==> src/rfs_pkg.sv <==
/*
 * Package of the radio frame sequencer: register map, field layout,
 * reset values, commands and timing figures.
 * Assumes a Wishbone classic slave with 32-bit data, byte addressed.
 */
package rfs_pkg;

    ////////////////////////////////////////////////////////////////////////////
    // Register byte offsets
    localparam logic [7:0] RFS_CMD_OFF = 8'h00;
    localparam logic [7:0] RFS_STATE_OFF = 8'h04;
    localparam logic [7:0] RFS_IRQ_OFF = 8'h08;
    localparam logic [7:0] RFS_CTRL_OFF = 8'h0C;
    localparam logic [7:0] RFS_EDC_OFF = 8'h10;
    localparam logic [7:0] RFS_EDV_OFF = 8'h14;
    localparam logic [7:0] RFS_EDT_OFF = 8'h18;
    localparam logic [7:0] RFS_RXFLL_OFF = 8'h1C;
    localparam logic [7:0] RFS_RXFLH_OFF = 8'h20;
    localparam logic [7:0] RFS_TXFLL_OFF = 8'h24;
    localparam logic [7:0] RFS_TXFLH_OFF = 8'h28;
    localparam logic [7:0] RFS_ACKTL_OFF = 8'h2C;
    localparam logic [7:0] RFS_ACKTH_OFF = 8'h30;
    localparam logic [7:0] RFS_RXBASE_OFF = 8'h34;
    localparam logic [7:0] RFS_TXBASE_OFF = 8'h38;

    ////////////////////////////////////////////////////////////////////////////
    // Commands
    localparam logic [2:0] RFS_CMD_OFF_C = 3'h0;
    localparam logic [2:0] RFS_CMD_TRANSMIT_PREPARE_STATE = 3'h1;
    localparam logic [2:0] RFS_CMD_RX = 3'h2;
    localparam logic [2:0] RFS_CMD_TX = 3'h3;

    // Control bit positions
    localparam int RFS_CTRL_CCATX = 0;
    localparam int RFS_CTRL_AACK = 1;
    localparam int RFS_CTRL_TX2RX = 2;
    localparam int RFS_CTRL_BBEN = 3;
    localparam int RFS_CTRL_FILT = 4;
    localparam int RFS_CTRL_BUSY = 5;
    localparam logic [7:0] RFS_CTRL_RST = 8'h08;
    localparam logic [1:0] RFS_EDM_SINGLE = 2'h1;
    localparam logic [7:0] RFS_BASE_RST = 8'h00;

    // Irq bit positions
    localparam int RFS_IRQ_RXFS = 0;
    localparam int RFS_IRQ_RXAM = 1;
    localparam int RFS_IRQ_RXFE = 2;
    localparam int RFS_IRQ_TXFE = 3;
    localparam int RFS_IRQ_EDC = 4;
    localparam int RFS_IRQ_RDY = 5;
    localparam int RFS_IRQ_W = 6;

    ////////////////////////////////////////////////////////////////////////////
    // Timing, 200 MHz clock
    localparam int RFS_CLK_MHZ = 200;
    localparam int RFS_SETTLE_NS = 100;
    localparam int RFS_SETTLE_CYC = (RFS_SETTLE_NS * RFS_CLK_MHZ + 999) / 1000;
    localparam int RFS_ED_CYC_DEF = 16;
    localparam int RFS_RAMP_CYC = 8;
    localparam int RFS_ACK_LEN = 5;

    typedef enum logic [3:0] {
        RFS_S_OFF = 4'b0001,
        RFS_S_PREP = 4'b0010,
        RFS_S_RX = 4'b0100,
        RFS_S_TX = 4'b1000
    } rfs_state_t;

    // Demodulator events towards the sequencer
    typedef struct packed {
        logic preamble;
        logic header_ok;
        logic addr_match;
        logic frame_end;
        logic fcs_ok;
        logic [10:0] length;
    } rfs_rx_ev_t;

    // Radio controls from the sequencer
    typedef struct packed {
        logic agc_freeze;
        logic synth_on;
        logic pa_on;
        logic bb_active;
        logic tx_is_ack;
    } rfs_radio_t;

endpackage : rfs_pkg

==> src/rfs_seq.sv <==
/*
 * Radio frame sequencer: state control for off, transmit-prepare,
 * receive and transmit, energy measurement, assess-then-transmit and
 * automatic acknowledgement, with a Wishbone classic register slave.
 * Assumes demodulator events arrive as one-cycle pulses on ref_clk,
 * and that the energy value is presented by the analog path.
 */
// Functional notes
// RL1: Receive command enters receive state
// RL2: Preamble freezes gain control for frame
// RL3: Valid header raises frame start irq
// RL4: Enabled filter match raises address irq
// RL5: Good checksum irq, go transmit-prepare
// RL6: Bad frame stays receive, releases gain
// RL7: Frame length shown in two registers
// RL8: Frame start also starts energy measure
// RL9: Prepare from off tunes then ready irq
// RL10: Mode one starts single energy measure
// RL11: Auto transmit needs enable and threshold
// RL12: Idle channel goes transmit, ready irq
// RL13: Energy done updates channel busy bit
// RL14: Busy channel stays in receive
// RL15: Transmit re-enables baseband, ramps, sends
// RL16: Auto procedure always ends with tx irq
// RL17: Length includes checksum, device appends it
// RL18: Host loads frame before it is needed
// RL19: Host disables other automatics meanwhile
// RL20: Host does backoff, re-enables baseband
// RL21: Ack due starts delay timer, then sends
// RL22: Ack end raises tx irq, to prepare
// RL23: Transmit command only in transmit-prepare
module rfs_seq #(
    parameter int ED_CYC = rfs_pkg::RFS_ED_CYC_DEF
) (
    input wire logic ref_clk,
    input wire logic reset_n,
    input wire logic wb_cyc_i,
    input wire logic wb_stb_i,
    input wire logic wb_we_i,
    input wire logic [7:0] wb_adr_i,
    input wire logic [3:0] wb_sel_i,
    input wire logic [31:0] wb_dat_i,
    output logic [31:0] wb_dat_o,
    output logic wb_ack_o,
    output logic wb_err_o,
    input wire rfs_pkg::rfs_rx_ev_t rx_ev,
    input wire logic [7:0] energy_in,
    input wire logic tx_done,
    output rfs_pkg::rfs_radio_t radio_o,
    output logic [10:0] tx_len_o
);

    ////////////////////////////////////////////////////////////////////////////
    // Bus decode
    logic acc;
    logic wr;
    logic hit;
    assign acc = wb_cyc_i && wb_stb_i && !wb_ack_o && !wb_err_o;
    always_comb begin
        unique case (wb_adr_i)
            rfs_pkg::RFS_CMD_OFF, rfs_pkg::RFS_STATE_OFF, rfs_pkg::RFS_IRQ_OFF,
            rfs_pkg::RFS_CTRL_OFF, rfs_pkg::RFS_EDC_OFF, rfs_pkg::RFS_EDV_OFF,
            rfs_pkg::RFS_EDT_OFF, rfs_pkg::RFS_RXFLL_OFF, rfs_pkg::RFS_RXFLH_OFF,
            rfs_pkg::RFS_TXFLL_OFF, rfs_pkg::RFS_TXFLH_OFF, rfs_pkg::RFS_ACKTL_OFF,
            rfs_pkg::RFS_ACKTH_OFF, rfs_pkg::RFS_RXBASE_OFF, rfs_pkg::RFS_TXBASE_OFF: hit = 1'b1;
            default: hit = 1'b0;
        endcase
    end
    assign wr = acc && hit && wb_we_i && wb_sel_i[0];

    function automatic logic wr_at(input logic [7:0] off);
        wr_at = wr && (wb_adr_i == off);
    endfunction : wr_at

    ////////////////////////////////////////////////////////////////////////////
    // State
    rfs_pkg::rfs_state_t state_ff, nxt_state;
    logic [15:0] cnt_ff, nxt_cnt;
    logic [15:0] ackt_ff, nxt_ackt;
    logic [15:0] ackd_ff, nxt_ackd;
    logic ack_pend_ff, nxt_ack_pend;
    logic ed_run_ff, nxt_ed_run;
    logic ed_auto_ff, nxt_ed_auto;
    logic cca_ff, nxt_cca;
    logic tuning_ff, nxt_tuning;
    logic agc_ff, nxt_agc;
    logic tx_ack_ff, nxt_tx_ack;
    logic [rfs_pkg::RFS_IRQ_W-1:0] irq_ff, nxt_irq;
    logic [7:0] ctrl_ff, nxt_ctrl;
    logic [7:0] edt_ff, nxt_edt;
    logic edt_set_ff, nxt_edt_set;
    logic [7:0] edv_ff, nxt_edv;
    logic [10:0] rxfl_ff, nxt_rxfl;
    logic [10:0] txfl_ff, nxt_txfl;
    logic [7:0] rxbase_ff, nxt_rxbase;
    logic [7:0] txbase_ff, nxt_txbase;
    logic [7:0] energy_s1_ff, energy_s2_ff;
    logic ed_done;
    logic [rfs_pkg::RFS_IRQ_W-1:0] ev;
    logic [2:0] cmd;

    assign cmd = wb_dat_i[2:0];
    assign ed_done = ed_run_ff && (cnt_ff == 16'h0000);

    always_comb begin
        nxt_state = state_ff;
        nxt_cnt = (cnt_ff != 16'h0000) ? cnt_ff - 16'h0001 : 16'h0000;
        nxt_ackt = (ackt_ff != 16'h0000) ? ackt_ff - 16'h0001 : 16'h0000;
        nxt_ackd = ackd_ff;
        nxt_ack_pend = ack_pend_ff;
        nxt_ed_run = ed_run_ff;
        nxt_ed_auto = ed_auto_ff;
        nxt_cca = cca_ff;
        nxt_tuning = tuning_ff;
        nxt_agc = agc_ff;
        nxt_tx_ack = tx_ack_ff;
        nxt_ctrl = ctrl_ff;
        nxt_edt = edt_ff;
        nxt_edt_set = edt_set_ff;
        nxt_edv = edv_ff;
        nxt_rxfl = rxfl_ff;
        nxt_txfl = txfl_ff;
        nxt_rxbase = rxbase_ff;
        nxt_txbase = txbase_ff;
        ev = '0;
        // Configuration writes
        if (wr_at(rfs_pkg::RFS_CTRL_OFF)) begin
            nxt_ctrl[4:0] = wb_dat_i[4:0];
        end
        if (wr_at(rfs_pkg::RFS_EDT_OFF)) begin
            nxt_edt = wb_dat_i[7:0];
            nxt_edt_set = 1'b1;
        end
        if (wr_at(rfs_pkg::RFS_TXFLL_OFF)) begin
            nxt_txfl[7:0] = wb_dat_i[7:0];
        end
        if (wr_at(rfs_pkg::RFS_TXFLH_OFF)) begin
            nxt_txfl[10:8] = wb_dat_i[2:0];
        end
        if (wr_at(rfs_pkg::RFS_ACKTL_OFF)) begin
            nxt_ackd[7:0] = wb_dat_i[7:0];
        end
        if (wr_at(rfs_pkg::RFS_ACKTH_OFF)) begin
            nxt_ackd[15:8] = wb_dat_i[7:0];
        end
        if (wr_at(rfs_pkg::RFS_RXBASE_OFF)) begin
            nxt_rxbase = wb_dat_i[7:0];
        end
        if (wr_at(rfs_pkg::RFS_TXBASE_OFF)) begin
            nxt_txbase = wb_dat_i[7:0];
        end
        unique case (state_ff)
            rfs_pkg::RFS_S_OFF: begin
                // RL9: tune, then ready
                if (wr_at(rfs_pkg::RFS_CMD_OFF) && cmd == rfs_pkg::RFS_CMD_TRANSMIT_PREPARE_STATE) begin
                    nxt_tuning = 1'b1;
                    nxt_cnt = 16'(rfs_pkg::RFS_SETTLE_CYC);
                end
                if (tuning_ff && cnt_ff == 16'h0000) begin
                    nxt_tuning = 1'b0;
                    nxt_state = rfs_pkg::RFS_S_PREP;
                    ev[rfs_pkg::RFS_IRQ_RDY] = 1'b1;
                end
            end
            rfs_pkg::RFS_S_PREP: begin
                if (wr_at(rfs_pkg::RFS_CMD_OFF)) begin
                    unique case (cmd)
                        // RL1: enter receive
                        rfs_pkg::RFS_CMD_RX: nxt_state = rfs_pkg::RFS_S_RX;
                        // RL23: transmit only from here
                        rfs_pkg::RFS_CMD_TX: begin
                            nxt_state = rfs_pkg::RFS_S_TX;
                            nxt_cnt = 16'(rfs_pkg::RFS_RAMP_CYC) + {5'h00, txfl_ff} + 16'(rfs_pkg::RFS_RAMP_CYC);
                            nxt_tx_ack = 1'b0;
                        end
                        rfs_pkg::RFS_CMD_OFF_C: nxt_state = rfs_pkg::RFS_S_OFF;
                        default: ;
                    endcase
                end
                // RL21: ack sent when delay expires
                if (ack_pend_ff && ackt_ff == 16'h0000) begin
                    nxt_ack_pend = 1'b0;
                    nxt_state = rfs_pkg::RFS_S_TX;
                    nxt_tx_ack = 1'b1;
                    nxt_cnt = 16'(rfs_pkg::RFS_RAMP_CYC + rfs_pkg::RFS_ACK_LEN + rfs_pkg::RFS_RAMP_CYC);
                end
            end
            rfs_pkg::RFS_S_RX: begin
                if (wr_at(rfs_pkg::RFS_CMD_OFF) && cmd == rfs_pkg::RFS_CMD_TRANSMIT_PREPARE_STATE) begin
                    nxt_state = rfs_pkg::RFS_S_PREP;
                    nxt_agc = 1'b0;
                    nxt_ed_run = 1'b0;
                    ev[rfs_pkg::RFS_IRQ_RDY] = 1'b1;
                end
                // RL10: single measurement start
                if (wr_at(rfs_pkg::RFS_EDC_OFF) && wb_dat_i[1:0] == rfs_pkg::RFS_EDM_SINGLE) begin
                    nxt_ed_run = 1'b1;
                    nxt_ed_auto = 1'b0;
                    nxt_cnt = 16'(ED_CYC);
                    // RL11: needs enable and threshold
                    nxt_cca = ctrl_ff[rfs_pkg::RFS_CTRL_CCATX] && edt_set_ff;
                end
                if (ctrl_ff[rfs_pkg::RFS_CTRL_BBEN]) begin
                    // RL2: freeze on preamble
                    if (rx_ev.preamble) begin
                        nxt_agc = 1'b1;
                    end
                    // RL3: frame start
                    if (rx_ev.header_ok) begin
                        ev[rfs_pkg::RFS_IRQ_RXFS] = 1'b1;
                        // RL8: energy measure with frame start
                        nxt_ed_run = 1'b1;
                        nxt_ed_auto = 1'b1;
                        nxt_cnt = 16'(ED_CYC);
                    end
                    // RL4: address match
                    if (rx_ev.addr_match && ctrl_ff[rfs_pkg::RFS_CTRL_FILT]) begin
                        ev[rfs_pkg::RFS_IRQ_RXAM] = 1'b1;
                    end
                    if (rx_ev.frame_end) begin
                        nxt_agc = 1'b0;
                        if (rx_ev.fcs_ok) begin
                            // RL5: good frame ends receive
                            ev[rfs_pkg::RFS_IRQ_RXFE] = 1'b1;
                            nxt_state = rfs_pkg::RFS_S_PREP;
                            // RL7: length shown
                            nxt_rxfl = rx_ev.length;
                            // RL21: ack timer start
                            if (ctrl_ff[rfs_pkg::RFS_CTRL_AACK] && ctrl_ff[rfs_pkg::RFS_CTRL_FILT]
                                && rx_ev.addr_match) begin
                                nxt_ack_pend = 1'b1;
                                // Delay runs from frame end
                                nxt_ackt = ackd_ff;
                            end
                        end
                        // RL6: bad frame stays, gain released
                    end
                end
                if (ed_done) begin
                    nxt_ed_run = 1'b0;
                    nxt_edv = energy_s2_ff;
                    if (!ed_auto_ff) begin
                        ev[rfs_pkg::RFS_IRQ_EDC] = 1'b1;
                        // RL13: busy bit from comparison
                        nxt_ctrl[rfs_pkg::RFS_CTRL_BUSY] = (energy_s2_ff > edt_ff);
                    end
                    if (cca_ff && !ed_auto_ff) begin
                        nxt_cca = 1'b0;
                        if (energy_s2_ff < edt_ff) begin
                            // RL12: idle, straight from receive to transmit
                            ev[rfs_pkg::RFS_IRQ_RDY] = 1'b1;
                            nxt_state = rfs_pkg::RFS_S_TX;
                            nxt_tx_ack = 1'b0;
                            // RL15: baseband back on
                            nxt_ctrl[rfs_pkg::RFS_CTRL_BBEN] = 1'b1;
                            nxt_cnt = 16'(rfs_pkg::RFS_RAMP_CYC) + {5'h00, txfl_ff} + 16'(rfs_pkg::RFS_RAMP_CYC);
                        end else begin
                            // RL14: busy stays receive
                            // RL16: end of procedure irq
                            ev[rfs_pkg::RFS_IRQ_TXFE] = 1'b1;
                        end
                    end
                end
            end
            rfs_pkg::RFS_S_TX: begin
                // RL16: ramp-down done, irq and prepare
                // RL22: ack end the same way
                if (cnt_ff == 16'h0000 || tx_done) begin
                    ev[rfs_pkg::RFS_IRQ_TXFE] = 1'b1;
                    nxt_state = rfs_pkg::RFS_S_PREP;
                    nxt_tx_ack = 1'b0;
                end
            end
            default: nxt_state = rfs_pkg::RFS_S_OFF;
        endcase
        // Any state may go off, except mid-transmit
        if (wr_at(rfs_pkg::RFS_CMD_OFF) && cmd == rfs_pkg::RFS_CMD_OFF_C
            && state_ff != rfs_pkg::RFS_S_TX) begin
            nxt_state = rfs_pkg::RFS_S_OFF;
            nxt_agc = 1'b0;
            nxt_ed_run = 1'b0;
            nxt_ack_pend = 1'b0;
            nxt_tuning = 1'b0;
        end
        // Set beats write-one-to-clear
        nxt_irq = irq_ff;
        if (wr_at(rfs_pkg::RFS_IRQ_OFF)) begin
            nxt_irq = irq_ff & ~wb_dat_i[rfs_pkg::RFS_IRQ_W-1:0];
        end
        nxt_irq = nxt_irq | ev;
    end

    always_ff @(posedge ref_clk) begin
        if (!reset_n) begin
            state_ff <= rfs_pkg::RFS_S_OFF;
            cnt_ff <= 16'h0000;
            ackt_ff <= 16'h0000;
            ackd_ff <= 16'h0000;
            ack_pend_ff <= 1'b0;
            ed_run_ff <= 1'b0;
            ed_auto_ff <= 1'b0;
            cca_ff <= 1'b0;
            tuning_ff <= 1'b0;
            agc_ff <= 1'b0;
            tx_ack_ff <= 1'b0;
            irq_ff <= '0;
            ctrl_ff <= rfs_pkg::RFS_CTRL_RST;
            edt_ff <= 8'h00;
            edt_set_ff <= 1'b0;
            edv_ff <= 8'h00;
            rxfl_ff <= 11'h000;
            txfl_ff <= 11'h000;
            rxbase_ff <= rfs_pkg::RFS_BASE_RST;
            txbase_ff <= rfs_pkg::RFS_BASE_RST;
            energy_s1_ff <= 8'h00;
            energy_s2_ff <= 8'h00;
        end else begin
            state_ff <= nxt_state;
            cnt_ff <= nxt_cnt;
            ackt_ff <= nxt_ackt;
            ackd_ff <= nxt_ackd;
            ack_pend_ff <= nxt_ack_pend;
            ed_run_ff <= nxt_ed_run;
            ed_auto_ff <= nxt_ed_auto;
            cca_ff <= nxt_cca;
            tuning_ff <= nxt_tuning;
            agc_ff <= nxt_agc;
            tx_ack_ff <= nxt_tx_ack;
            irq_ff <= nxt_irq;
            ctrl_ff <= nxt_ctrl;
            edt_ff <= nxt_edt;
            edt_set_ff <= nxt_edt_set;
            edv_ff <= nxt_edv;
            rxfl_ff <= nxt_rxfl;
            txfl_ff <= nxt_txfl;
            rxbase_ff <= nxt_rxbase;
            txbase_ff <= nxt_txbase;
            // Analog energy value is asynchronous
            energy_s1_ff <= energy_in;
            energy_s2_ff <= energy_s1_ff;
        end
    end

    ////////////////////////////////////////////////////////////////////////////
    // Bus answer, one wait state
    logic [31:0] nxt_dat;
    logic nxt_ack, nxt_err;
    always_comb begin
        nxt_dat = 32'h0000_0000;
        unique case (wb_adr_i)
            rfs_pkg::RFS_STATE_OFF: nxt_dat[3:0] = state_ff;
            rfs_pkg::RFS_IRQ_OFF: nxt_dat[rfs_pkg::RFS_IRQ_W-1:0] = irq_ff;
            rfs_pkg::RFS_CTRL_OFF: nxt_dat[7:0] = ctrl_ff;
            rfs_pkg::RFS_EDC_OFF: nxt_dat[0] = ed_run_ff;
            rfs_pkg::RFS_EDV_OFF: nxt_dat[7:0] = edv_ff;
            rfs_pkg::RFS_EDT_OFF: nxt_dat[7:0] = edt_ff;
            rfs_pkg::RFS_RXFLL_OFF: nxt_dat[7:0] = rxfl_ff[7:0];
            rfs_pkg::RFS_RXFLH_OFF: nxt_dat[2:0] = rxfl_ff[10:8];
            rfs_pkg::RFS_TXFLL_OFF: nxt_dat[7:0] = txfl_ff[7:0];
            rfs_pkg::RFS_TXFLH_OFF: nxt_dat[2:0] = txfl_ff[10:8];
            rfs_pkg::RFS_ACKTL_OFF: nxt_dat[7:0] = ackd_ff[7:0];
            rfs_pkg::RFS_ACKTH_OFF: nxt_dat[7:0] = ackd_ff[15:8];
            rfs_pkg::RFS_RXBASE_OFF: nxt_dat[7:0] = rxbase_ff;
            rfs_pkg::RFS_TXBASE_OFF: nxt_dat[7:0] = txbase_ff;
            default: nxt_dat = 32'h0000_0000;
        endcase
        nxt_ack = acc && hit;
        nxt_err = acc && !hit;
    end

    always_ff @(posedge ref_clk) begin
        if (!reset_n) begin
            wb_dat_o <= 32'h0000_0000;
            wb_ack_o <= 1'b0;
            wb_err_o <= 1'b0;
        end else begin
            wb_dat_o <= nxt_dat;
            wb_ack_o <= nxt_ack;
            wb_err_o <= nxt_err;
        end
    end

    ////////////////////////////////////////////////////////////////////////////
    // Radio controls
    assign radio_o.agc_freeze = agc_ff;
    assign radio_o.synth_on = (state_ff != rfs_pkg::RFS_S_OFF) || tuning_ff;
    assign radio_o.pa_on = (state_ff == rfs_pkg::RFS_S_TX);
    assign radio_o.bb_active = ctrl_ff[rfs_pkg::RFS_CTRL_BBEN] || (state_ff == rfs_pkg::RFS_S_TX);
    assign radio_o.tx_is_ack = tx_ack_ff;
    // RL17: length includes checksum octets
    assign tx_len_o = txfl_ff;

    ////////////////////////////////////////////////////////////////////////////
    // Checks
    property p_rx_cmd;
        @(posedge ref_clk) disable iff (!reset_n)
        (wr_at(rfs_pkg::RFS_CMD_OFF) && cmd == rfs_pkg::RFS_CMD_RX && state_ff == rfs_pkg::RFS_S_PREP
         && !(ack_pend_ff && ackt_ff == 16'h0000)) |=> state_ff == rfs_pkg::RFS_S_RX;
    endproperty
    a_rx_cmd: assert property (p_rx_cmd) else $error("rx command ignored"); // RL1

    property p_agc;
        @(posedge ref_clk) disable iff (!reset_n)
        (state_ff == rfs_pkg::RFS_S_RX && ctrl_ff[3] && rx_ev.preamble && !rx_ev.frame_end
         && !wr_at(rfs_pkg::RFS_CMD_OFF)) |=> agc_ff;
    endproperty
    a_agc: assert property (p_agc) else $error("gain not frozen"); // RL2

    property p_rxfe;
        @(posedge ref_clk) disable iff (!reset_n)
        (state_ff == rfs_pkg::RFS_S_RX && ctrl_ff[3] && rx_ev.frame_end && rx_ev.fcs_ok
         && !wr_at(rfs_pkg::RFS_CMD_OFF)) |=> (irq_ff[2] && state_ff == rfs_pkg::RFS_S_PREP);
    endproperty
    a_rxfe: assert property (p_rxfe) else $error("frame end not handled"); // RL5

    property p_bad;
        @(posedge ref_clk) disable iff (!reset_n)
        (state_ff == rfs_pkg::RFS_S_RX && rx_ev.frame_end && !rx_ev.fcs_ok && !ed_done
         && !wr_at(rfs_pkg::RFS_CMD_OFF)) |=> (state_ff == rfs_pkg::RFS_S_RX && !$past(ed_done));
    endproperty
    a_bad: assert property (p_bad) else $error("bad frame left receive"); // RL6

    property p_off_tx;
        @(posedge ref_clk) disable iff (!reset_n)
        (state_ff == rfs_pkg::RFS_S_OFF) |=> state_ff != rfs_pkg::RFS_S_TX;
    endproperty
    a_off_tx: assert property (p_off_tx) else $error("transmit from off"); // RL23

    property p_rdy;
        @(posedge ref_clk) disable iff (!reset_n)
        (state_ff == rfs_pkg::RFS_S_OFF && tuning_ff && cnt_ff == 16'h0000
         && !wr_at(rfs_pkg::RFS_CMD_OFF)) |=> (state_ff == rfs_pkg::RFS_S_PREP && irq_ff[5]);
    endproperty
    a_rdy: assert property (p_rdy) else $error("ready missing"); // RL9

    property p_busy;
        @(posedge ref_clk) disable iff (!reset_n)
        (state_ff == rfs_pkg::RFS_S_RX && ed_done && !ed_auto_ff && !wr_at(rfs_pkg::RFS_CMD_OFF))
        |=> ctrl_ff[5] == ($past(energy_s2_ff) > $past(edt_ff));
    endproperty
    a_busy: assert property (p_busy) else $error("busy bit stale"); // RL13

    property p_txfe;
        @(posedge ref_clk) disable iff (!reset_n)
        (state_ff == rfs_pkg::RFS_S_TX && cnt_ff == 16'h0000) |=> (irq_ff[3] && state_ff == rfs_pkg::RFS_S_PREP);
    endproperty
    a_txfe: assert property (p_txfe) else $error("tx end missing"); // RL16

endmodule : rfs_seq

==> config.mk <==
export PLATFORM = sky130hd
export DESIGN_NAME = rfs_seq
export DESIGN_NICKNAME = d
export VERILOG_FILES = /design/src/rfs_pkg.sv /design/src/rfs_seq.sv
export SDC_FILE = /design/constraint.sdc
export NUM_CORES = 1
export LEC_CHECK = 0
export ABC_CLOCK_PERIOD_IN_PS = 2500
export BUFFER_PORTS_ARGS = -buffer_cell sky130_fd_sc_hd__clkbuf_2
export CORE_MARGIN = 1
export CORE_UTILIZATION = 48
export CTS_CLUSTER_DIAMETER = 60
export CTS_CLUSTER_SIZE = 28
export DETAILED_ROUTE_END_ITERATION = 8
export GPL_TIMING_DRIVEN = 0
export PLACE_DENSITY = 0.72
export SYNTH_ARGS = -nofsm -noshare
export SYNTH_HDL_FRONTEND = slang
export SYNTH_SLANG_ARGS = --single-unit
==> constraint.sdc <==
create_clock -name ref_clk -period 2.5 [get_ports ref_clk]
set_input_delay 0.375 -clock ref_clk [delete_from_list [all_inputs] [get_ports ref_clk]]
set_output_delay 0.375 -clock ref_clk [all_outputs]
set_load 0.1 [all_outputs]
==> flow_summary.yaml, run 1 <==
grt:
  antenna_found_initial: 0
  grt_overflow: 0
  grt_pass1_wl_mm: 38.1
  grt_max_degree: 17
  grt_util_all_layers: 0.310
  first_global_vias: 6813
critical_path:
  path_delay_family: "simple AND/OR/NAND/NOR gates"
  slowest_delay_ns: 0.59
  reg2reg_setup_slack_ns: -0.01
  reg2reg_depth: 7
  crit_slowest_cell: "or4_4"
  cp_cell_sequence: "or4bb_4 -> or4_4 -> nor4_4 -> o21bai_2 -> o21ai_2 -> buf_6 -> o32ai_2"
  r2r-start: "wb_err_o"
  endpoint_kind: "register"
  cp.arrival_ns: 2.83
  critPathMaxFanout: 5
  path_class: "reg -> reg"
  r2r_end: "cnt_ff[6]"
  path_buf_inv: 1
  start_kind: "register"
  worstPathRequired_ns: 2.81
layout:
  n_antenna_cell: 0
  area_growth_pct: 22.7
  regArea_sq_um: 3050
  mostFrequentLayoutCells: "dfxtp_1 (149), nor2_1 (123), nand2_1 (77)"
  multi_input_area_sq_um: 4520
  finalNetCount: 1126
  fin_util: 0.610
  n_fill_cell: 1373
  drive_gt1_frac: 0.217
  final_common_cell: "dfxtp_1"
yosys:
  async_flop_share: 0
  synth.yosys.seq_area_share: 0.396
  synth_top_cell_area_share: 0.396
  synth_cell_type_count: 74
  synth_top_area_cell: "dfxtp_1"
  synth_area_leaders: "dfxtp_1 (40%), mux2i_1 (6.7%), nor2_1 (6.2%)"
  ys.warnings.count: 0
  ys_seq_elements: 152
  synth-edff-count: 0
  ys.flop_type: "dfxtp_1"
  syn_area_sq_um: 7670
  synth_area_per_cell_sq_um: 8.39
  synthCells: 915
placement:
  io_buffers: 69
  dp_hpwl_mm: 18.1
  gp_congestion: 1.00
sta:
  fin_hold_ws_ns: 0.146
  rsz0062_at_grt: "yes"
  setup_slack_ns: -0.0148
  timing.fmax_mhz: 398
  final_hold_viol_count: 0
  fin_crit_sh: 1.01
  fin_tns_setup_ns: -0.0651
  fin_crit_ns: 2.51
  report.final.slew_viol_count: 0
  fin_skew_ns: 0.0121
  setup_violations: 6
  slew_headroom: 0.333
  worst_pin_slew_ns: 0.998
hold_path:
  min_to: "energy_s1_ff[6]"
  min_path_type: "in -> reg"
  hold_start: "energy_in[6]"
  whs_path_depth: 2
clocking:
  clkLatencyLatePin_ns: 0.44
  clk_pin_slew_ns: 0.07
  clock_sinks: 152
  cts_max_level: 4
  numCtsBuffers: 17
  ctsHoldBuffers: 0
  cts_tree: "yes"
  ctsRootBufferMaster: "clkbuf_16"
  clock_path_buffers: 2
routing:
  drc: 0
  drt_iter0_drc: 967
  wl_per_cell_um: 19.9
  antenna_left: 0
  vias_per_cell: 5.99
  drtPass1Iterations: 6
  num_vias: 7562
  finalWirelength_mm: 25.1
die:
  die_h_um: 128
  rows: 45
  initial_core_util: 0.497
  io_pins: 124
  fp.dieW_um: 128
  coreArea_sq_um: 15400
  dieArea_sq_um: 16500
power:
  power.density_nw_per_um2: 852
  ir_worst_vdd_mv: 0.465
  p_leak_uw: 0.00374
run:
  maxCapViolCount: 0
status:
  violations: "setup timing"
  status: "complete, but fails checks"
[how the worst max path moves through the flow]
stage / from / to / slack (ns) / cells after the start
finish: wb_err_o / cnt_ff[6] / -0.01 / 7
global route: cnt_ff[2] / tx_ack_ff / -0.08 / 6
CTS: wb_err_o / cnt_ff[5] / -0.08 / 7
detailed placement: wb_adr_i[7] / state_ff[3] / -0.95 / 7
global placement: wb_adr_i[7] / state_ff[3] / -0.97 / 7
floorplan: state_ff[2] / radio_o[1] / -0.18 / 3
[layer usage]
metal	track usage	up-vias	share of wire
met5	0	-	0
met4	0.126	0	0.035
met3	0.0657	80	0.10
met2	0.482	465	0.44
met1	0.417	3531	0.42
li1	-	3486	-
[cell type report]
type                    instances  share of cell area
inverters                      20             0.00797
plain buffers                  74              0.0446
flip-flops and latches        152               0.324
clock inverters                10              0.0137
well taps                     211              0.0280
multi-input cells             686               0.480
clock buffers                  21              0.0478
repair buffers                 89              0.0533
[cell families after synthesis]
logic type	synth area share
other cells	0.000489
fa+ha+maj	0.0196
buf+inv	0.0646
simple gates	0.243
xor+xnor	0.0342
compound gates	0.164
flops	0.396
mux	0.0783
[Yosys cell counts, types with 5 or more instances]
cell,number
nand2_1,81
or3_1,5
xor2_1,15
mux2_2,8
nor4b_1,6
a221oi_1,5
a22o_1,6
o32ai_1,5
buf_4,26
nand3_1,32
xnor2_1,15
and2_1,24
a31oi_1,10
clkbuf_1,49
o21ai_0,20
dfxtp_1,152
nor4_1,13
mux2i_1,51
nand4_1,6
a21oi_1,63
a211oi_1,7
or4_1,6
o31ai_1,5
ha_1,12
inv_1,20
nor2_1,126
nor3b_1,5
nor3_1,20
nand3b_1,7
and3_1,6
o22ai_1,11
a22oi_1,23
[metrics by stage]
| step | total power (uW) | cells | cell area [sq um] | worst slack (ns) |
|---|---|---|---|---|
| global placement | 5160 | 1218 | 8410 | -0.969 |
| finish | 8020 | 1263 | 9420 | -0.0148 |
| CTS | 7890 | 1254 | 9170 | -0.0839 |
| global route | 8430 | 1263 | 9420 | -0.0824 |
| detailed placement | 5200 | 1218 | 8420 | -0.948 |
| floorplan | 4690 | 938 | 7800 | -0.183 |
[flip-flops by register name, summed over array words and instances, names as in the netlist, 4 cells and up]
name          flops
wb_dat_o          8
energy_s1_ff      8
ackd_ff          16
energy_s2_ff      8
irq_ff            6
ctrl_ff           6
tx_len_o         11
txbase_ff         8
edt_ff            8
ackt_ff          16
state_ff          4
edv_ff            8
cnt_ff           16
rxbase_ff         8
rxfl_ff          11
[worst register-to-register path: stages, from the launching register on]
cell	delay (ns)
dfxtp_4	0.34
or4bb_4	0.54
or4_4	0.59
nor4_4	0.31
o21bai_2	0.15
o21ai_2	0.22
buf_6	0.17
o32ai_2	0.07
[repair_timing]
item / 4_1_cts / 5_1_grt
gates cloned: 1 / 1
endpoints found under the setup margin: 96 / 104
setup buffers: 7 / 12
gates resized for setup: 33 / 38
pin swaps: 11 / 10
[report_power, final]
part	internal, uW	leakage, uW	switching [uW]
Combinational	1060	0.00221	1580
Clock	1580	0.000290	998
Sequential	2610	0.00123	186
Power figures use the tool's default switching activity.
==> run 2: changes to the inputs <==
--- a/config.mk
+++ b/config.mk
@@ -7,8 +7,10 @@
 export LEC_CHECK = 0
 export ABC_CLOCK_PERIOD_IN_PS = 2500
 export BUFFER_PORTS_ARGS = -buffer_cell sky130_fd_sc_hd__clkbuf_2
+export CORE_ASPECT_RATIO = 0.75
 export CORE_MARGIN = 1
 export CORE_UTILIZATION = 48
+export CTS_BUF_LIST = sky130_fd_sc_hd__clkbuf_4
 export CTS_CLUSTER_DIAMETER = 60
 export CTS_CLUSTER_SIZE = 28
 export DETAILED_ROUTE_END_ITERATION = 8
==> run 2 against run 1 <==
Against the previous run: the flow still finishes with violations (setup timing); clock power is 36% lower; global-route usage is 0.60 points higher; wire length is 4.1% higher; register-to-register slack worse by 0.06 ns; sequential power hardly changed; cell area is 0.37% lower; non-clock buffer count is 23 higher.
==> flow_summary.yaml, run 2 (same netlist as run 1, synthesis figures left out) <==
status:
  status: "complete, but fails checks"
  violations: "setup timing"
power:
  switching_share: 0.382
  ir_worst_vdd_mv: 0.637
  p_leak_uw: 0.00370
  power.density_nw_per_um2: 765
  switching_power_uw: 2740
  p_int_uw: 4430
  clkPwrFrac: 0.229
  sequentialPowerShare: 0.391
  power_frac_comb: 0.380
routing:
  finalWirelength_mm: 26.1
  drc: 0
  antenna_left: 0
  wl_per_cell_um: 20.4
  drt_iter0_drc: 963
  drtPass1Iterations: 6
  num_vias: 7593
  vias_per_cell: 5.93
placement:
  dpl.cell_count: 1214
  dp_hpwl_mm: 18.9
  gp_congestion: 0.979
  pre_cts_ws_ns: -1.05
  io_buffers: 69
sta:
  worst_pin_slew_ns: 1.12
  timing.fmax_mhz: 389
  setup_violations: 11
  fin_skew_ns: 0.0196
  fin_crit_ns: 2.57
  fin_crit_sh: 1.03
  slew_headroom: 0.248
  setup_slack_ns: -0.0707
  report.final.slew_viol_count: 0
  final_hold_viol_count: 0
  rsz0062_at_grt: "yes"
grt:
  grt_max_degree: 17
  grt_util_all_layers: 0.316
  grt_pass1_wl_mm: 39.0
  first_global_vias: 6777
  grt_overflow: 0
  antenna_found_initial: 0
hold_path:
  whs_path_depth: 3
  min_to: "rxfl_ff[4]"
  hold_start: "rx_ev[4]"
  min_path_type: "in -> reg"
die:
  coreArea_sq_um: 15400
  fp.dieW_um: 148
  rows: 39
  dieArea_sq_um: 16500
  die_h_um: 112
  initial_core_util: 0.498
  io_pins: 124
critical_path:
  cp_cell_sequence: "inv_1 -> ha_1 -> nand4_1 -> a31oi_1 -> nor4b_4 -> buf_4 -> o31ai_1 -> o21ai_4 -> buf_6 -> o32ai_2"
  r2r-start: "edt_ff[6]"
  cp.arrival_ns: 3.05
  slowest_delay_ns: 0.45
  crit_slowest_cell: "o31ai_1"
  r2r_end: "cnt_ff[7]"
  critPathMaxFanout: 5
  path_class: "reg -> reg"
  reg2reg_setup_slack_ns: -0.07
  start_kind: "register"
  reg2reg_depth: 10
  endpoint_kind: "register"
  worstPathRequired_ns: 2.97
clocking:
  ctsRootBufferMaster: "clkbuf_4"
  numCtsBuffers: 17
  clk_pin_slew_ns: 0.13
  clock_path_buffers: 2
  cts_max_level: 4
  clkLatencyLatePin_ns: 0.57
  cts_tree: "yes"
  clock_sinks: 152
layout:
  finalNetCount: 1148
  mostFrequentLayoutCells: "dfxtp_1 (150), nor2_1 (122), nand2_1 (76)"
  reg_top3: "ackd_ff: 16 flops, ackt_ff: 16 flops, cnt_ff: 16 flops"
  drive_gt1_frac: 0.215
  area_growth_pct: 22.2
  final_common_cell: "dfxtp_1"
  n_antenna_cell: 0
  finalNonFillerCells: 1280
run:
  maxCapViolCount: 0
[run 2: changes by cell type in the layout (fill, tap and decap cells not counted), moves of 3 or more]
cell / delta
clkinvlp_4: +4
clkinv_2: -3
buf_6: +6
buf_4: -4
dlygate4sd3_1: +18
clkbuf_4: +20
clkbuf_16: -17
[run 2: repair_timing]
item,in CTS,in global routing
hold endpoints to repair,17,1
gates cloned,1,0
pin swaps,15,12
resized for setup,45,36
hold buffers,17,1
endpoints found under the setup margin,104,103
setup buffers,10,9
[run 2: worst max path at each step]
stage	from	end	slack [ns]	cells after the start
2_1_floorplan	state_ff[2]	radio_o[1]	-0.18	3
3_3_place_gp	wb_adr_i[2]	wb_dat_o[1]	-1.49	7
3_5_place_dp	wb_adr_i[7]	state_ff[3]	-1.05	7
4_1_cts	wb_err_o	cnt_ff[4]	-0.09	8
5_1_grt	wb_ack_o	cnt_ff[4]	-0.14	9
6_report	edt_ff[6]	cnt_ff[7]	-0.07	10
[run 2: area by class of cell]
| type | instances | area (sq um) |
|---|---|---|
| clock inverter | 12 | 153 |
| timing repair buffer | 109 | 741 |
| sequential | 152 | 3050 |
| tap | 205 | 256 |
| buffer | 77 | 442 |
| multi-input combinational | 685 | 4510 |
| clock buffer | 20 | 150 |
| inverter | 20 | 75.1 |
| fill | 1402 | 6040 |
[run 2: through the flow]
| step | power (uW) | utilization | TNS, ns | instance area [sq um] | hold slack, ns |
|---|---|---|---|---|---|
| after floorplan | 4690 | - | -0.422 | 7800 | 0.412 |
| after detailed placement | 5210 | 0.547 | -67.16 | 8430 | 0.419 |
| after CTS | 7020 | 0.595 | -0.745 | 9180 | 0.00558 |
| after global routing | 7530 | 0.608 | -1.14 | 9380 | 0.0160 |
| after global placement | 5170 | 0.545 | -70.04 | 8410 | 0.416 |
| final | 7170 | 0.608 | -0.419 | 9380 | 0.0324 |
[run 2: worst max-delay path, delay by kind of cell, from the launching register on]
kind	cells	cell delay (ns)
AO/OA/AOI/OAI	4	1.09
flip-flops	1	0.36
buffers and inverters	3	0.40
adder cells (fa/ha/maj)	1	0.30
AND/OR/NAND/NOR	2	0.32
[run 2: power groups by stage]
stage | clock network, uW | logic (uW) | registers (uW)
final | 1640 | 2730 | 2810
after global routing | 1760 | 2940 | 2830
after CTS | 1660 | 2580 | 2790
after detailed placement | 0 | 2380 | 2830
after global placement | 0 | 2350 | 2830
after floorplan | 0 | 1890 | 2800
[run 2: layer usage]
metal	vias to the layer above	track usage	wire length, um
met5	-	0	0
met4	0	0.0832	386
met3	38	0.110	3290
met2	473	0.446	10700
met1	3551	0.451	11800
li1	3531	-	-
==> run 3: changes to the inputs <==
--- a/config.mk
+++ b/config.mk
@@ -9,13 +9,12 @@
 export BUFFER_PORTS_ARGS = -buffer_cell sky130_fd_sc_hd__clkbuf_2
 export CORE_ASPECT_RATIO = 0.75
 export CORE_MARGIN = 1
-export CORE_UTILIZATION = 48
+export CORE_UTILIZATION = 28
 export CTS_BUF_LIST = sky130_fd_sc_hd__clkbuf_4
 export CTS_CLUSTER_DIAMETER = 60
 export CTS_CLUSTER_SIZE = 28
 export DETAILED_ROUTE_END_ITERATION = 8
 export GPL_TIMING_DRIVEN = 0
-export PLACE_DENSITY = 0.72
 export SYNTH_ARGS = -nofsm -noshare
 export SYNTH_HDL_FRONTEND = slang
 export SYNTH_SLANG_ARGS = --single-unit
==> run 3 against run 2 <==
Against the previous run: clock skew is 0.011 ns higher; critical path depth is 2 lower; clock power is 7% lower; total power is 1.3% lower; worst setup slack better by 0.059 ns; maximum frequency is 2.4% higher; largest cell class unchanged; core utilization is 25 points lower; non-clock buffer count is 4 lower; the flow still finishes with violations (setup timing).
==> flow_summary.yaml, run 3 (same netlist as run 1, synthesis figures left out) <==
routing:
  vias_per_cell: 5.35
  drc: 0
  antenna_left: 0
  drt_iter0_drc: 835
  wl_per_cell_um: 19.5
  finalWirelength_mm: 27.6
  drtPass1Iterations: 7
  num_vias: 7593
run:
  maxCapViolCount: 0
die:
  die_h_um: 145
  fp.dieW_um: 193
  coreArea_sq_um: 26900
  initial_core_util: 0.285
  dieArea_sq_um: 28100
  io_pins: 124
  rows: 52
sta:
  rsz0062_at_grt: "yes"
  slew_headroom: 0.289
  fin_crit_ns: 2.51
  final_hold_viol_count: 0
  setup_violations: 1
  worst_pin_slew_ns: 1.05
  setup_slack_ns: -0.0112
  timing.fmax_mhz: 398
  report.final.slew_viol_count: 0
  fin_skew_ns: 0.0310
  fin_crit_sh: 1.00
hold_path:
  min_path_type: "in -> reg"
critical_path:
  crit_slowest_cell: "or4bb_4"
  cp.arrival_ns: 2.95
  cp_cell_sequence: "or4bb_4 -> buf_4 -> nor4_4 -> buf_6 -> nand2_2 -> o31a_1 -> a2111oi_2 -> nor3b_1"
  start_kind: "register"
  critPathMaxFanout: 5
  path_class: "reg -> reg"
  slowest_delay_ns: 0.55
  endpoint_kind: "register"
  worstPathRequired_ns: 2.94
layout:
  reg_top3: "ackd_ff: 16 flops, ackt_ff: 16 flops, cnt_ff: 16 flops"
  n_antenna_cell: 0
  drive_gt1_frac: 0.218
  regArea_sq_um: 3050
  mostFrequentLayoutCells: "dfxtp_1 (149), nor2_1 (122), nand2_1 (76)"
  n_fill_cell: 2826
  finalNonFillerCells: 1419
  multi_input_area_sq_um: 4560
  area_growth_pct: 24.5
  final_common_cell: "dfxtp_1"
  finalNetCount: 1144
status:
  status: "complete, but fails checks"
  violations: "setup timing"
clocking:
  ctsRootBufferMaster: "clkbuf_4"
  numCtsBuffers: 17
  clock_sinks: 152
  cts_tree: "yes"
  clk_pin_slew_ns: 0.13
  clkLatencyLatePin_ns: 0.58
  clock_path_buffers: 2
  cts_max_level: 4
power:
  ir_worst_vdd_mv: 0.339
  power.density_nw_per_um2: 741
  p_leak_uw: 0.00370
grt:
  first_global_vias: 6866
  antenna_found_initial: 0
  grt_max_degree: 17
  grt_pass1_wl_mm: 41.4
  grt_overflow: 0
  grt_util_all_layers: 0.196
placement:
  pre_cts_ws_ns: -1.01
  io_buffers: 69
  dp_hpwl_mm: 20.6
  dpl.cell_count: 1359
  gp_congestion: 1.00
==> run 3: changes by cell type in the layout (fill, tap and decap cells not counted), moves of 2 or more <==
cell	change
nor3_1	-3
clkinv_2	-2
and2_1	-2
nor4_4	+2
and2_2	+2
inv_6	+3
nor3_4	+2
clkbuf_1	-2
buf_6	-4
==> run 3: path summary, 6_finish.rpt <==
| kind | from | to | slack, ns | cells past startpoint |
|---|---|---|---|---|
| hold / removal | rx_ev[0] | rxfl_ff[0] | 0.05 | 3 |
| setup / recovery | wb_err_o | state_ff[1] | -0.01 | 8 |
| hold reg to reg | energy_s1_ff[5] | energy_s2_ff[5] | 0.43 | 1 |
| setup reg to reg | wb_err_o | state_ff[1] | -0.01 | 8 |
==> run 3: metrics by stage <==
stage / instance area (sq um) / setup TNS, ns / util / hold WS (ns) / power (uW)
final: 9550 / -0.0112 / 0.355 / 0.0537 / 7080
after global routing: 9550 / -0.197 / 0.355 / 0.0265 / 7480
after CTS: 9320 / -0.459 / 0.346 / 0.0157 / 6950
after detailed placement: 8610 / -69.16 / 0.320 / 0.420 / 5250
after global placement: 8590 / -83.04 / 0.319 / 0.420 / 5210
after floorplan: 7800 / -0.422 / - / 0.412 / 4690
==> run 3: metal layers <==
| metal | wire length (um) | track usage | vias up |
|---|---|---|---|
| li1 | - | - | 3514 |
| met1 | 13200 | 0.299 | 3643 |
| met2 | 11000 | 0.264 | 393 |
| met3 | 2870 | 0.0591 | 43 |
| met4 | 542 | 0.0453 | 0 |
| met5 | 0 | 0 | - |
==> run 3: critical path, delay by kind of cell, from the launching register on <==
family          cells  cell delay [ns]
buf+inv             2             0.35
compound gates      2             0.65
simple gates        4             1.05
flops               1             0.36
==> run 3: cell type report <==
cell class / count / share of cell area
sequential: 152 / 0.319
inverter: 20 / 0.00786
tap: 351 / 0.0460
clock buffer: 18 / 0.0141
buffer: 74 / 0.0452
timing repair buffer: 108 / 0.0766
clock inverter: 11 / 0.0132
multi-input combinational: 685 / 0.477
==> run 3: repair_timing <==
action                     4_1_cts  5_1_grt
buffers inserted                11        9
hold endpoints to repair        17        0
setup endpoints to repair      107       89
pin swaps                        9        9
gates cloned                     1        0
hold buffers                    17        0
gates resized for setup         48       39
==> run 3: power breakdown <==
part	internal (uW)	total (uW)	leakage, uW	switching [uW]
Sequential	2610	2820	0.00123	204
Combinational	1120	2750	0.00233	1630
Clock	592	1520	0.000135	924
